**config.mk**
```make
export PLATFORM = sky130hd
export DESIGN_NAME = monitor_config_regs_four_five
export DESIGN_NICKNAME = d
export VERILOG_FILES = /design/src/include/monitor_cfg_pkg.sv /design/src/rtl/monitor_config_regs_four_five.sv
export SDC_FILE = /design/constraint.sdc
export NUM_CORES = 1
export LEC_CHECK = 0
export BUFFER_PORTS_ARGS = -buffer_cell sky130_fd_sc_hd__buf_2
export CORE_MARGIN = 4
export CORE_UTILIZATION = 35
export CTS_CLUSTER_DIAMETER = 60
export CTS_CLUSTER_SIZE = 40
export DETAILED_ROUTE_END_ITERATION = 8
export PLACE_DENSITY = 0.6
export SYNTH_ARGS = -nofsm -noshare
export SYNTH_HDL_FRONTEND = slang
export SYNTH_SLANG_ARGS = --single-unit
```
**constraint.sdc**
```tcl
create_clock -name i_ref_clk -period 3.5 [get_ports i_ref_clk]
set_clock_uncertainty 0.1 [all_clocks]
set_input_delay 0 -clock i_ref_clk [delete_from_list [all_inputs] [get_ports i_ref_clk]]
set_output_delay 0 -clock i_ref_clk [all_outputs]
set_load 0.1 [all_outputs]
```
**src/include/monitor_cfg_pkg.sv**
```systemverilog
// constants for the temperature-encoding and pin-function configuration registers
package monitor_cfg_pkg;
  // register offsets on the internal register port
  localparam logic [7:0] ENC_REG_ADDR = 8'h7C;
  localparam logic [7:0] PIN_REG_ADDR = 8'h7D;
  // power-on values and unmapped read value
  localparam logic [7:0] ENC_REG_RESET = 8'h05;
  localparam logic [7:0] PIN_REG_RESET = 8'h00;
  localparam logic [7:0] UNMAPPED_READ = 8'h00;
  // encoding and overtemp enable register fields
  localparam int TWOS_COMPLEMENT_SELECT_BIT = 0;
  localparam int OFFSET_RANGE_SELECT_BIT = 1;
  localparam int FIRST_MULTIPIN_FUNCTION_LSB = 2;
  localparam int CPU_LINK_OVERTEMP_ENABLE_BIT = 4;
  localparam int REMOTE_ONE_OVERTEMP_ENABLE_BIT = 5;
  localparam int LOCAL_OVERTEMP_ENABLE_BIT = 6;
  localparam int REMOTE_TWO_OVERTEMP_ENABLE_BIT = 7;
  // pin function and attenuator bypass register fields
  localparam int SECOND_MULTIPIN_FUNCTION_LSB = 0;
  localparam int OVERTEMP_GLOBAL_DISABLE_BIT = 2;
  localparam int DIVIDER_BYPASS_LSB = 3;
  localparam int DIVIDER_BYPASS_WIDTH = 5;
  // first multipurpose pin function codes
  localparam logic [1:0] FIRST_FN_ALERT = 2'h0;
  localparam logic [1:0] FIRST_FN_OVERTEMP = 2'h1;
  localparam logic [1:0] FIRST_FN_GPIO_THREE = 2'h2;
  // second multipurpose pin function codes
  localparam logic [1:0] SECOND_FN_FAN_FOUR = 2'h0;
  localparam logic [1:0] SECOND_FN_OVERTEMP = 2'h1;
  localparam logic [1:0] SECOND_FN_ALERT = 2'h2;
  localparam logic [1:0] FN_RESERVED = 2'h3;
  // temperature encodings
  localparam logic [8:0] OFFSET64_BIAS = 9'h040;
  localparam logic [7:0] MIN_CODE_OFFSET64 = 8'h00;
  localparam logic [7:0] MIN_CODE_TWOS = 8'h80;
endpackage

```
**src/rtl/monitor_config_regs_four_five.sv**
```systemverilog
// temperature-encoding / overtemp enable and pin-function / attenuator bypass registers

// Notes on behaviour
// - writes to both registers are ignored while the global lock bit is one
// - bit 0 picks twos complement or offset-64; the three sensor comparisons follow it at once
// - bit 1 picks half-degree or one-degree step for the three sensor offsets
// - the processor-interface offset always uses one-degree steps
// - bits 3:2 pick first pin: alert, overtemp, general pin three, reserved
// - bit 4 lets the processor-interface channel drive the overtemp pin
// - bit 5 lets remote sensor one drive the overtemp pin
// - bit 6 lets the on-chip sensor drive the overtemp pin
// - bit 7 lets remote sensor two drive the overtemp pin
// - a channel whose limit holds the minimum code never drives overtemp
// - processor-interface channel never drives when its limit is -128 degrees
// - bits 1:0 of second register pick fan-four input, overtemp, alert, reserved
// - bit 2 of second register disables overtemp output on every channel
// - bits 3 to 7 bypass the five voltage input dividers
// - power-on values are 0x05 and 0x00
module monitor_config_regs_four_five (
  // clock and reset
  input wire logic i_ref_clk,
  input wire logic i_reset,
  // register port from the serial management slave
  input wire logic i_wr_en,
  input wire logic i_rd_en,
  input wire logic [7:0] i_addr,
  input wire logic [7:0] i_wr_data,
  output logic [7:0] o_rd_data,
  input wire logic i_lock,
  // temperature readings and limits, raw register codes
  input wire logic [7:0] i_local_temp,
  input wire logic [7:0] i_remote_one_temp,
  input wire logic [7:0] i_remote_two_temp,
  input wire logic [7:0] i_cpu_temp,
  input wire logic [7:0] i_local_limit,
  input wire logic [7:0] i_remote_one_limit,
  input wire logic [7:0] i_remote_two_limit,
  input wire logic [7:0] i_cpu_limit,
  // raw offset codes
  input wire logic [7:0] i_remote_one_offset,
  input wire logic [7:0] i_local_offset,
  input wire logic [7:0] i_remote_two_offset,
  input wire logic [7:0] i_cpu_offset,
  // signals that may be routed to the pins
  input wire logic i_alert_req,
  input wire logic i_gpio_three_out,
  input wire logic i_gpio_three_oe,
  // first multipurpose pin
  input wire logic i_first_multipin_in,
  output logic o_first_multipin_out,
  output logic o_first_multipin_oe,
  // second multipurpose pin
  input wire logic i_second_multipin_in,
  output logic o_second_multipin_out,
  output logic o_second_multipin_oe,
  // pin values returned to the core
  output logic o_overtemp_pin_in_n,
  output logic o_fan_four_speed_input,
  output logic o_general_purpose_pin_three_in,
  output logic o_overtemp_active,
  // configuration seen by the measurement core
  output logic o_twos_complement_select,
  output logic [4:0] o_divider_bypass,
  output logic signed [8:0] o_remote_one_offset_half,
  output logic signed [8:0] o_local_offset_half,
  output logic signed [8:0] o_remote_two_offset_half,
  output logic signed [8:0] o_cpu_offset_half
);

  typedef struct packed {
    logic [7:0] enc_reg;
    logic [7:0] pin_reg;
    logic [1:0] first_fn;
    logic [1:0] second_fn;
    logic [1:0] first_sync;
    logic [1:0] second_sync;
    logic [7:0] rd_data;
    logic first_out;
    logic first_oe;
    logic second_out;
    logic second_oe;
    logic overtemp_in_n;
    logic fan_four_in;
    logic gpio_three_in;
    logic overtemp_active;
    logic signed [8:0] r1_off;
    logic signed [8:0] loc_off;
    logic signed [8:0] r2_off;
    logic signed [8:0] cpu_off;
  } state_t;

  state_t st_r;
  state_t st_nxt;

  // code to degrees under the selected encoding
  function automatic logic signed [8:0] to_degrees(input logic [7:0] code, input logic twos);
    logic signed [8:0] val;
    val = twos ? 9'(signed'(code)) : signed'({1'b0, code} - monitor_cfg_pkg::OFFSET64_BIAS);
    return val;
  endfunction

  function automatic logic is_min_code(input logic [7:0] code, input logic twos);
    return twos ? (code == monitor_cfg_pkg::MIN_CODE_TWOS)
                : (code == monitor_cfg_pkg::MIN_CODE_OFFSET64);
  endfunction

  // offset code to half-degree units; full step doubles the code
  function automatic logic signed [8:0] to_half_deg(input logic [7:0] code, input logic full);
    logic signed [8:0] val;
    val = 9'(signed'(code));
    return full ? signed'({val[7:0], 1'b0}) : val;
  endfunction

  function automatic logic channel_hot(input logic [7:0] temp, input logic [7:0] limit,
                                       input logic twos, input logic en);
    return en && !is_min_code(limit, twos) && (to_degrees(temp, twos) > to_degrees(limit, twos));
  endfunction

  logic twos;
  logic full_step;
  logic enc_wr;
  logic pin_wr;
  logic first_is_ot;
  logic second_is_ot;
  logic cpu_hot;
  logic r1_hot;
  logic loc_hot;
  logic r2_hot;
  logic ot_drive;

  always_comb begin
    st_nxt = st_r;
    twos = st_r.enc_reg[monitor_cfg_pkg::TWOS_COMPLEMENT_SELECT_BIT];
    full_step = st_r.enc_reg[monitor_cfg_pkg::OFFSET_RANGE_SELECT_BIT];
    enc_wr = i_wr_en && !i_lock && (i_addr == monitor_cfg_pkg::ENC_REG_ADDR);
    pin_wr = i_wr_en && !i_lock && (i_addr == monitor_cfg_pkg::PIN_REG_ADDR);

    if (enc_wr) begin
      st_nxt.enc_reg = i_wr_data;
      // reserved code is kept in the register but the pin stays as it was
      if (i_wr_data[monitor_cfg_pkg::FIRST_MULTIPIN_FUNCTION_LSB +: 2] !=
          monitor_cfg_pkg::FN_RESERVED) begin
        st_nxt.first_fn = i_wr_data[monitor_cfg_pkg::FIRST_MULTIPIN_FUNCTION_LSB +: 2];
      end
    end
    if (pin_wr) begin
      st_nxt.pin_reg = i_wr_data;
      if (i_wr_data[monitor_cfg_pkg::SECOND_MULTIPIN_FUNCTION_LSB +: 2] !=
          monitor_cfg_pkg::FN_RESERVED) begin
        st_nxt.second_fn =
          i_wr_data[monitor_cfg_pkg::SECOND_MULTIPIN_FUNCTION_LSB +: 2];
      end
    end

    // read data is registered; unmapped offsets read zero
    if (i_rd_en) begin
      if (i_addr == monitor_cfg_pkg::ENC_REG_ADDR) begin
        st_nxt.rd_data = st_r.enc_reg;
      end else if (i_addr == monitor_cfg_pkg::PIN_REG_ADDR) begin
        st_nxt.rd_data = st_r.pin_reg;
      end else begin
        st_nxt.rd_data = monitor_cfg_pkg::UNMAPPED_READ;
      end
    end

    // pins come from outside the clock domain
    st_nxt.first_sync = {st_r.first_sync[0], i_first_multipin_in};
    st_nxt.second_sync = {st_r.second_sync[0], i_second_multipin_in};

    first_is_ot = (st_r.first_fn == monitor_cfg_pkg::FIRST_FN_OVERTEMP);
    second_is_ot = (st_r.second_fn == monitor_cfg_pkg::SECOND_FN_OVERTEMP);

    // processor-interface temperatures are always signed; -128 limit suppresses it
    cpu_hot = st_r.enc_reg[monitor_cfg_pkg::CPU_LINK_OVERTEMP_ENABLE_BIT] &&
              (i_cpu_limit != monitor_cfg_pkg::MIN_CODE_TWOS) &&
              (signed'(i_cpu_temp) > signed'(i_cpu_limit));
    r1_hot = channel_hot(i_remote_one_temp, i_remote_one_limit, twos,
                         st_r.enc_reg[monitor_cfg_pkg::REMOTE_ONE_OVERTEMP_ENABLE_BIT]);
    loc_hot = channel_hot(i_local_temp, i_local_limit, twos,
                          st_r.enc_reg[monitor_cfg_pkg::LOCAL_OVERTEMP_ENABLE_BIT]);
    r2_hot = channel_hot(i_remote_two_temp, i_remote_two_limit, twos,
                         st_r.enc_reg[monitor_cfg_pkg::REMOTE_TWO_OVERTEMP_ENABLE_BIT]);
    ot_drive = !st_r.pin_reg[monitor_cfg_pkg::OVERTEMP_GLOBAL_DISABLE_BIT] &&
               (cpu_hot || r1_hot || loc_hot || r2_hot);
    // the timer limit outside this block must sit at all ones while we drive
    st_nxt.overtemp_active = ot_drive && (first_is_ot || second_is_ot);

    // alert and overtemp functions pull low while asserted, release otherwise; general pin three drives i_gpio_three_out under i_gpio_three_oe
    unique case (st_r.first_fn)
      monitor_cfg_pkg::FIRST_FN_ALERT: begin
        st_nxt.first_out = 1'b0;
        st_nxt.first_oe = i_alert_req;
      end
      monitor_cfg_pkg::FIRST_FN_OVERTEMP: begin
        st_nxt.first_out = 1'b0;
        st_nxt.first_oe = ot_drive;
      end
      monitor_cfg_pkg::FIRST_FN_GPIO_THREE: begin
        st_nxt.first_out = i_gpio_three_out;
        st_nxt.first_oe = i_gpio_three_oe;
      end
      default: begin
        st_nxt.first_out = 1'b0;
        st_nxt.first_oe = 1'b0;
      end
    endcase
    unique case (st_r.second_fn)
      monitor_cfg_pkg::SECOND_FN_FAN_FOUR: begin
        st_nxt.second_out = 1'b0;
        st_nxt.second_oe = 1'b0;
      end
      monitor_cfg_pkg::SECOND_FN_OVERTEMP: begin
        st_nxt.second_out = 1'b0;
        st_nxt.second_oe = ot_drive;
      end
      monitor_cfg_pkg::SECOND_FN_ALERT: begin
        st_nxt.second_out = 1'b0;
        st_nxt.second_oe = i_alert_req;
      end
      default: begin
        st_nxt.second_out = 1'b0;
        st_nxt.second_oe = 1'b0;
      end
    endcase

    // timer input sees either pin configured for overtemp; idle high
    st_nxt.overtemp_in_n = (!first_is_ot || st_r.first_sync[1]) &&
                           (!second_is_ot || st_r.second_sync[1]);
    st_nxt.fan_four_in = (st_r.second_fn == monitor_cfg_pkg::SECOND_FN_FAN_FOUR) &&
                         st_r.second_sync[1];
    st_nxt.gpio_three_in = (st_r.first_fn == monitor_cfg_pkg::FIRST_FN_GPIO_THREE) &&
                           st_r.first_sync[1];

    st_nxt.r1_off = to_half_deg(i_remote_one_offset, full_step);
    st_nxt.loc_off = to_half_deg(i_local_offset, full_step);
    st_nxt.r2_off = to_half_deg(i_remote_two_offset, full_step);
    st_nxt.cpu_off = to_half_deg(i_cpu_offset, 1'b1);
  end

  always_ff @(posedge i_ref_clk) begin
    if (i_reset) begin
      st_r <= '0;
      st_r.enc_reg <= monitor_cfg_pkg::ENC_REG_RESET;
      st_r.pin_reg <= monitor_cfg_pkg::PIN_REG_RESET;
      st_r.first_fn <=
        monitor_cfg_pkg::ENC_REG_RESET[monitor_cfg_pkg::FIRST_MULTIPIN_FUNCTION_LSB +: 2];
      st_r.second_fn <=
        monitor_cfg_pkg::PIN_REG_RESET[monitor_cfg_pkg::SECOND_MULTIPIN_FUNCTION_LSB +: 2];
      st_r.first_sync <= 2'h3;
      st_r.second_sync <= 2'h3;
      st_r.overtemp_in_n <= 1'b1;
    end else begin
      st_r <= st_nxt;
    end
  end

  assign o_rd_data = st_r.rd_data;
  assign o_first_multipin_out = st_r.first_out;
  assign o_first_multipin_oe = st_r.first_oe;
  assign o_second_multipin_out = st_r.second_out;
  assign o_second_multipin_oe = st_r.second_oe;
  assign o_overtemp_pin_in_n = st_r.overtemp_in_n;
  assign o_fan_four_speed_input = st_r.fan_four_in;
  assign o_general_purpose_pin_three_in = st_r.gpio_three_in;
  assign o_overtemp_active = st_r.overtemp_active;
  assign o_twos_complement_select = st_r.enc_reg[monitor_cfg_pkg::TWOS_COMPLEMENT_SELECT_BIT];
  // a set bit rescales that channel to 0 V..2 V over the full code range
  assign o_divider_bypass = st_r.pin_reg[monitor_cfg_pkg::DIVIDER_BYPASS_LSB +:
                                         monitor_cfg_pkg::DIVIDER_BYPASS_WIDTH];
  assign o_remote_one_offset_half = st_r.r1_off;
  assign o_local_offset_half = st_r.loc_off;
  assign o_remote_two_offset_half = st_r.r2_off;
  assign o_cpu_offset_half = st_r.cpu_off;
endmodule

```
# ---- Yosys cells after proc, flatten, opt, wreduce, memory -nomap -nowiden
# Cells that the tools add are included.
dict set report totals {
  reg_bits 76
  latch_bits 0
  ramBits 0
  romBits 0
  in_bits 122
  wordCells 98
  memories 0
}
dict set report op_classes {
  n_addsub 6
  mul 0
  div_mod_pow 0
  order_cmp 4
  n_eq_ne 12
  shifts 0
  muxes 16
  bitwise_logic 0
  reduce_logical 37
}
# op n
set ops {}
lappend ops {{$mux 9} 6}
lappend ops {{$sub 8x7->9 const B} 6}
lappend ops {{$mux 8} 5}
lappend ops {{$gt 9x9->1} 3}
lappend ops {{$eq 8x8->1 const B} 3}
lappend ops {{$logic_not 8->1} 3}
lappend ops {{$eq 8x7->1 const B} 2}
lappend ops {{$logic_and 1x1->1} 16}
lappend ops {{$gt 8x8->1} 1}
lappend ops {{$ne 8x8->1 const B} 1}
lappend ops {{$logic_not 1->1} 7}
lappend ops {{$logic_or 1x1->1} 6}
lappend ops {{$pmux 2 s3} 1}
lappend ops {{$eq 2x1->1 const B} 2}
lappend ops {{$eq 2x2->1 const B} 2}
lappend ops {{$logic_not 2->1} 2}
lappend ops {{$ne 2x2->1 const B} 2}
lappend ops {{$reduce_and 2->1} 2}
lappend ops {{$mux 1} 3}
lappend ops {{$pmux 1 s2} 1}
lappend ops {{$reduce_or 2->1} 1}

# ---- Logic depth before layout (Yosys ltp)
dict set report logic_depth {
  depth_word 10
  depth_mapped 13
  mapped_depth_nobuf 12
}

# ---- Least setup slack after synthesis
# Ideal clock, no wire load.
dict set report synth_timing {
  path_kind {reg-to-reg}
  startpoint {register st_r, in the netlist o_twos_complement_select}
  endpoint {register st_r, in the netlist o_second_multipin_oe}
  arrival_time_ns 3.247
  required_ns 3.273
  path_slack_ns 0.026
  stages_incl_launch_ff 13
  n_path_buf 3
  synth_period_minus_slack_ns 3.474
  path_cell_list {dfxtp_1 -> buf_6 -> buf_2 -> clkbuf_1 -> mux2i_1 -> ha_1 -> a211o_1 -> a21oi_1 -> o21ai_0 -> a311oi_1 -> o41ai_2 -> nor4_2 -> o21ai_1}
}
dict set report synth_between {
  elab_chain_len 9
}
# element line
set synth_lines {}
lappend synth_lines {{from (decl)} monitor_config_regs_four_five.sv:92} ;# state_t st_r;
lappend synth_lines {{from (signal assigned)} monitor_config_regs_four_five.sv:253} ;# st_r <= st_nxt;
lappend synth_lines {{parallel branches: the longest is 6 deep, another holds $gt 9x9->1} n/a}
lappend synth_lines {{$logic_or 1x1->1 *} monitor_config_regs_four_five.sv:184} ;# (cpu_hot || r1_hot || loc_hot || r2_hot);
lappend synth_lines {{$logic_and 1x1->1 *} monitor_config_regs_four_five.sv:183} ;# ot_drive = !st_r.pin_reg[monitor_cfg_pkg::OVERTEMP_GLOBAL_DISABLE_BIT] &&
lappend synth_lines {{$pmux 1 s2 *} monitor_config_regs_four_five.sv:207} ;# unique case (st_r.second_fn)
# Every way passes the cells marked *.
# A chain may end at the register's enable or synchronous reset.

# ---- Final worst setup path
# Same ends and word-level chain as after synthesis.

==> run metrics <==
outcome=finished clean; Die Span X=about 120 um; Final GP Congestion=approximately 0.81; IO Pins=180; Syn Inst Count=~490; core area=~12000 um^2; H-Tree Depth=3; Post-CTS Resized=0; Die Y=roughly 120 um; 1st-pass router iterations=4; mapped cell area=4400 um^2; total number of yosys warnings=0; Nets=836; via count=about 3900; antenna diode count=0; crit path kind=reg2reg; first-pass GRT wire length=between 15 and 20 mm; Setup violations, final=0; total clock sinks=74; CTS tree=yes; Leakage Power=about 3.0 nW; FMAX=0.351 GHz; class of the worst hold path=in2reg; setup TNS=0 ps; final wirelength=roughly 11 mm; # fillers=1143; drt via density=4.62; hpwl dp=between 8 and 9 mm; Post-CTS Hold Buffers=54; Port Buffer Count=between 150 and 200; hold_ws=~38 ps; CTS root buffer=clkbuf_16; largest net degree at the start of global routing=46; clock tree buffer depth=2; setup slack after layout=around 650 ps; area grow syn2layout=34.5%; fin crit share=0.815; fraction of layout cells with a size suffix above 1=0.328; final slew viol count=0; Initial Util=0.362; pre-CTS setup slack=between 600 and 700 ps; required time worst endpoint=3660 ps; DRC viols=0; Num CTS Buffers=9; CP max FO=20; Post-synth top flop=dfxtp_1; synthesized flop and latch total=74; EDFF count, synth=0; 1st-iter DRT viols=roughly 110; Startpoint Class=register; worst-skew pair later-pin latency=between 300 and 400 ps; synthesized area per cell=roughly 8.9 um^2; vias in the first global route=slightly below 4000; antenna violations before repair=0; Async SR Flop Fraction=0; Max Cap Viol=0; Hold Vio Cnt, Final=0; unrepaired setup endpoints after global routing=false; Post-DRT Antenna Nets=0; Avg WL per Cell=about 13 um; Post-CTS Setup Inserts=0; Row Count=40; Slew headroom=0.444; sequential share of the synthesized area=0.337; crit end category=register; worst path arrival time=~3000 ps; Final min period=~2900 ps; Worst-path clk slew=about 60 ps; Power Density=395 nW/um^2; Worst Max-Slew Pin Slew=between 800 and 900 ps; total grt overflow=0; Yosys cell types=56; gr usage total=0.152; maximum vdd ir drop=0.261 mV; total die area=approximately 14000 um^2
## logic make-up (layout without fill, tap and decap cells)
| kind of cell | after synthesis | in the layout | share of synthesized area |
|---|---|---|---|
| other cells | 1 | 2 | 0.000852 |
| fa+ha+maj | 45 | 45 | 0.128 |
| simple gates | 152 | 152 | 0.188 |
| compound gates | 55 | 55 | 0.0819 |
| flops | 74 | 74 | 0.337 |
| mux | 52 | 52 | 0.122 |
| buf+inv | 113 | 294 | 0.143 |
## cell usage after synthesis (3+ instances only)
cell | instances | area (um^2)
nand2_1 | 13 | 48.8
nor3_1 | 4 | 20.0
dfxtp_1 | 74 | 1480
buf_4 | 50 | 375
nor2_1 | 55 | 206
clkbuf_1 | 10 | 37.5
a21oi_1 | 16 | 80.1
nand2b_1 | 11 | 68.8
nand3_1 | 13 | 65.1
nand4_1 | 10 | 62.6
a211o_1 | 3 | 26.3
nor2b_1 | 20 | 125
o21bai_1 | 3 | 22.5
mux2i_1 | 40 | 400
mux2_2 | 12 | 135
buf_1 | 4 | 15.0
ha_1 | 44 | 551
inv_1 | 44 | 165
or2_2 | 4 | 25.0
o21ai_0 | 13 | 65.1
and2_1 | 4 | 25.0
## metal layers
layer | wire (um) | track usage
met5 | 0 | 0
met4 | 78 | 0.0286
met3 | 808 | 0.0434
met2 | 5520 | 0.270
met1 | 4780 | 0.183
## critical path: stages, from the launching register on
cell,delay (ps)
dfxtp_1,520
buf_4,300
mux2_2,360
ha_1,290
nand2_1,50
nor3_1,230
o31a_1,200
nor4b_2,60
a2111oi_1,370
nor4_2,140
o21ai_1,160
## state kept, by name, indices dropped and copies added (netlist names)
signal                          cells
o_general_purpose_pin_three_in      1
o_local_offset_half                 9
o_rd_data                           8
st_nxt                              2
o_overtemp_pin_in_n                 1
full_step                           1
o_overtemp_active                   1
o_remote_two_offset_half            9
o_first_multipin_out                1
o_remote_one_offset_half            9
o_cpu_offset_half                   8
o_second_multipin_oe                1
o_divider_bypass                    5
o_twos_complement_select            1
st_r                               15
o_first_multipin_oe                 1
o_fan_four_speed_input              1
## per-stage QoR
step / utilization / instance area (um^2) / cells / total power [mW]
CTS: 0.487 / 5920 / 842 / 2.36
finish: 0.487 / 5920 / 842 / 2.34
global placement: 0.416 / 5060 / 773 / 1.33
floorplan: - / 4410 / 493 / 1.24
detailed placement: 0.416 / 5060 / 773 / 1.34
global route: 0.487 / 5920 / 842 / 2.45
## final cells by class
| cell class | instances | area (um^2) | share of cell area |
|---|---|---|---|
| clock buffers | 10 | 239 | 0.0404 |
| repair buffers | 234 | 1450 | 0.245 |
| well taps | 168 | 210 | 0.0355 |
| clock inverters | 5 | 78.8 | 0.0133 |
| multi-input cells | 306 | 2290 | 0.387 |
| flip-flops and latches | 74 | 1480 | 0.250 |
| inverters | 45 | 169 | 0.0285 |
## path summary, 6_finish.rpt
| path | startpoint | endpoint | slack [ps] | cells after the start |
|---|---|---|---|---|
| setup reg to reg | o_twos_complement_select | o_second_multipin_oe | 650 | 10 |
| hold / removal | i_addr[4] | o_rd_data[6] | 40 | 5 |
| hold reg to reg | st_nxt[55] | st_r[55] | 310 | 1 |
| setup / recovery | o_twos_complement_select | o_second_multipin_oe | 650 | 10 |
## layout by cell type, fill, tap and decap left out, types with 2 or more instances in the layout
cell type	instances
a211o_1	3
a21boi_0	2
a21o_1	2
a21oi_1	16
a311oi_1	2
and2_1	4
and3_1	2
buf_2	177
buf_4	3
bufinv_16	2
clkbuf_16	9
clkinv_2	2
conb_1	2
dfxtp_1	74
dlygate4sd3_1	54
ha_1	44
inv_1	44
mux2_2	12
mux2i_1	40
nand2_1	13
nand2b_1	11
nand3_1	13
nand4_1	10
nand4b_1	2
nor2_1	55
nor2b_1	20
nor3_1	4
nor4_1	2
o21ai_0	13
o21ai_1	2
o21bai_1	3
o221ai_1	2
or2_2	4
## where the power goes
| part | switching, mW | internal, mW |
|---|---|---|
| clock network | 0.334 | 0.638 |
| registers | 0.00604 | 0.868 |
| logic | 0.318 | 0.177 |
No activity file was read; power rests on OpenSTA's default activity.
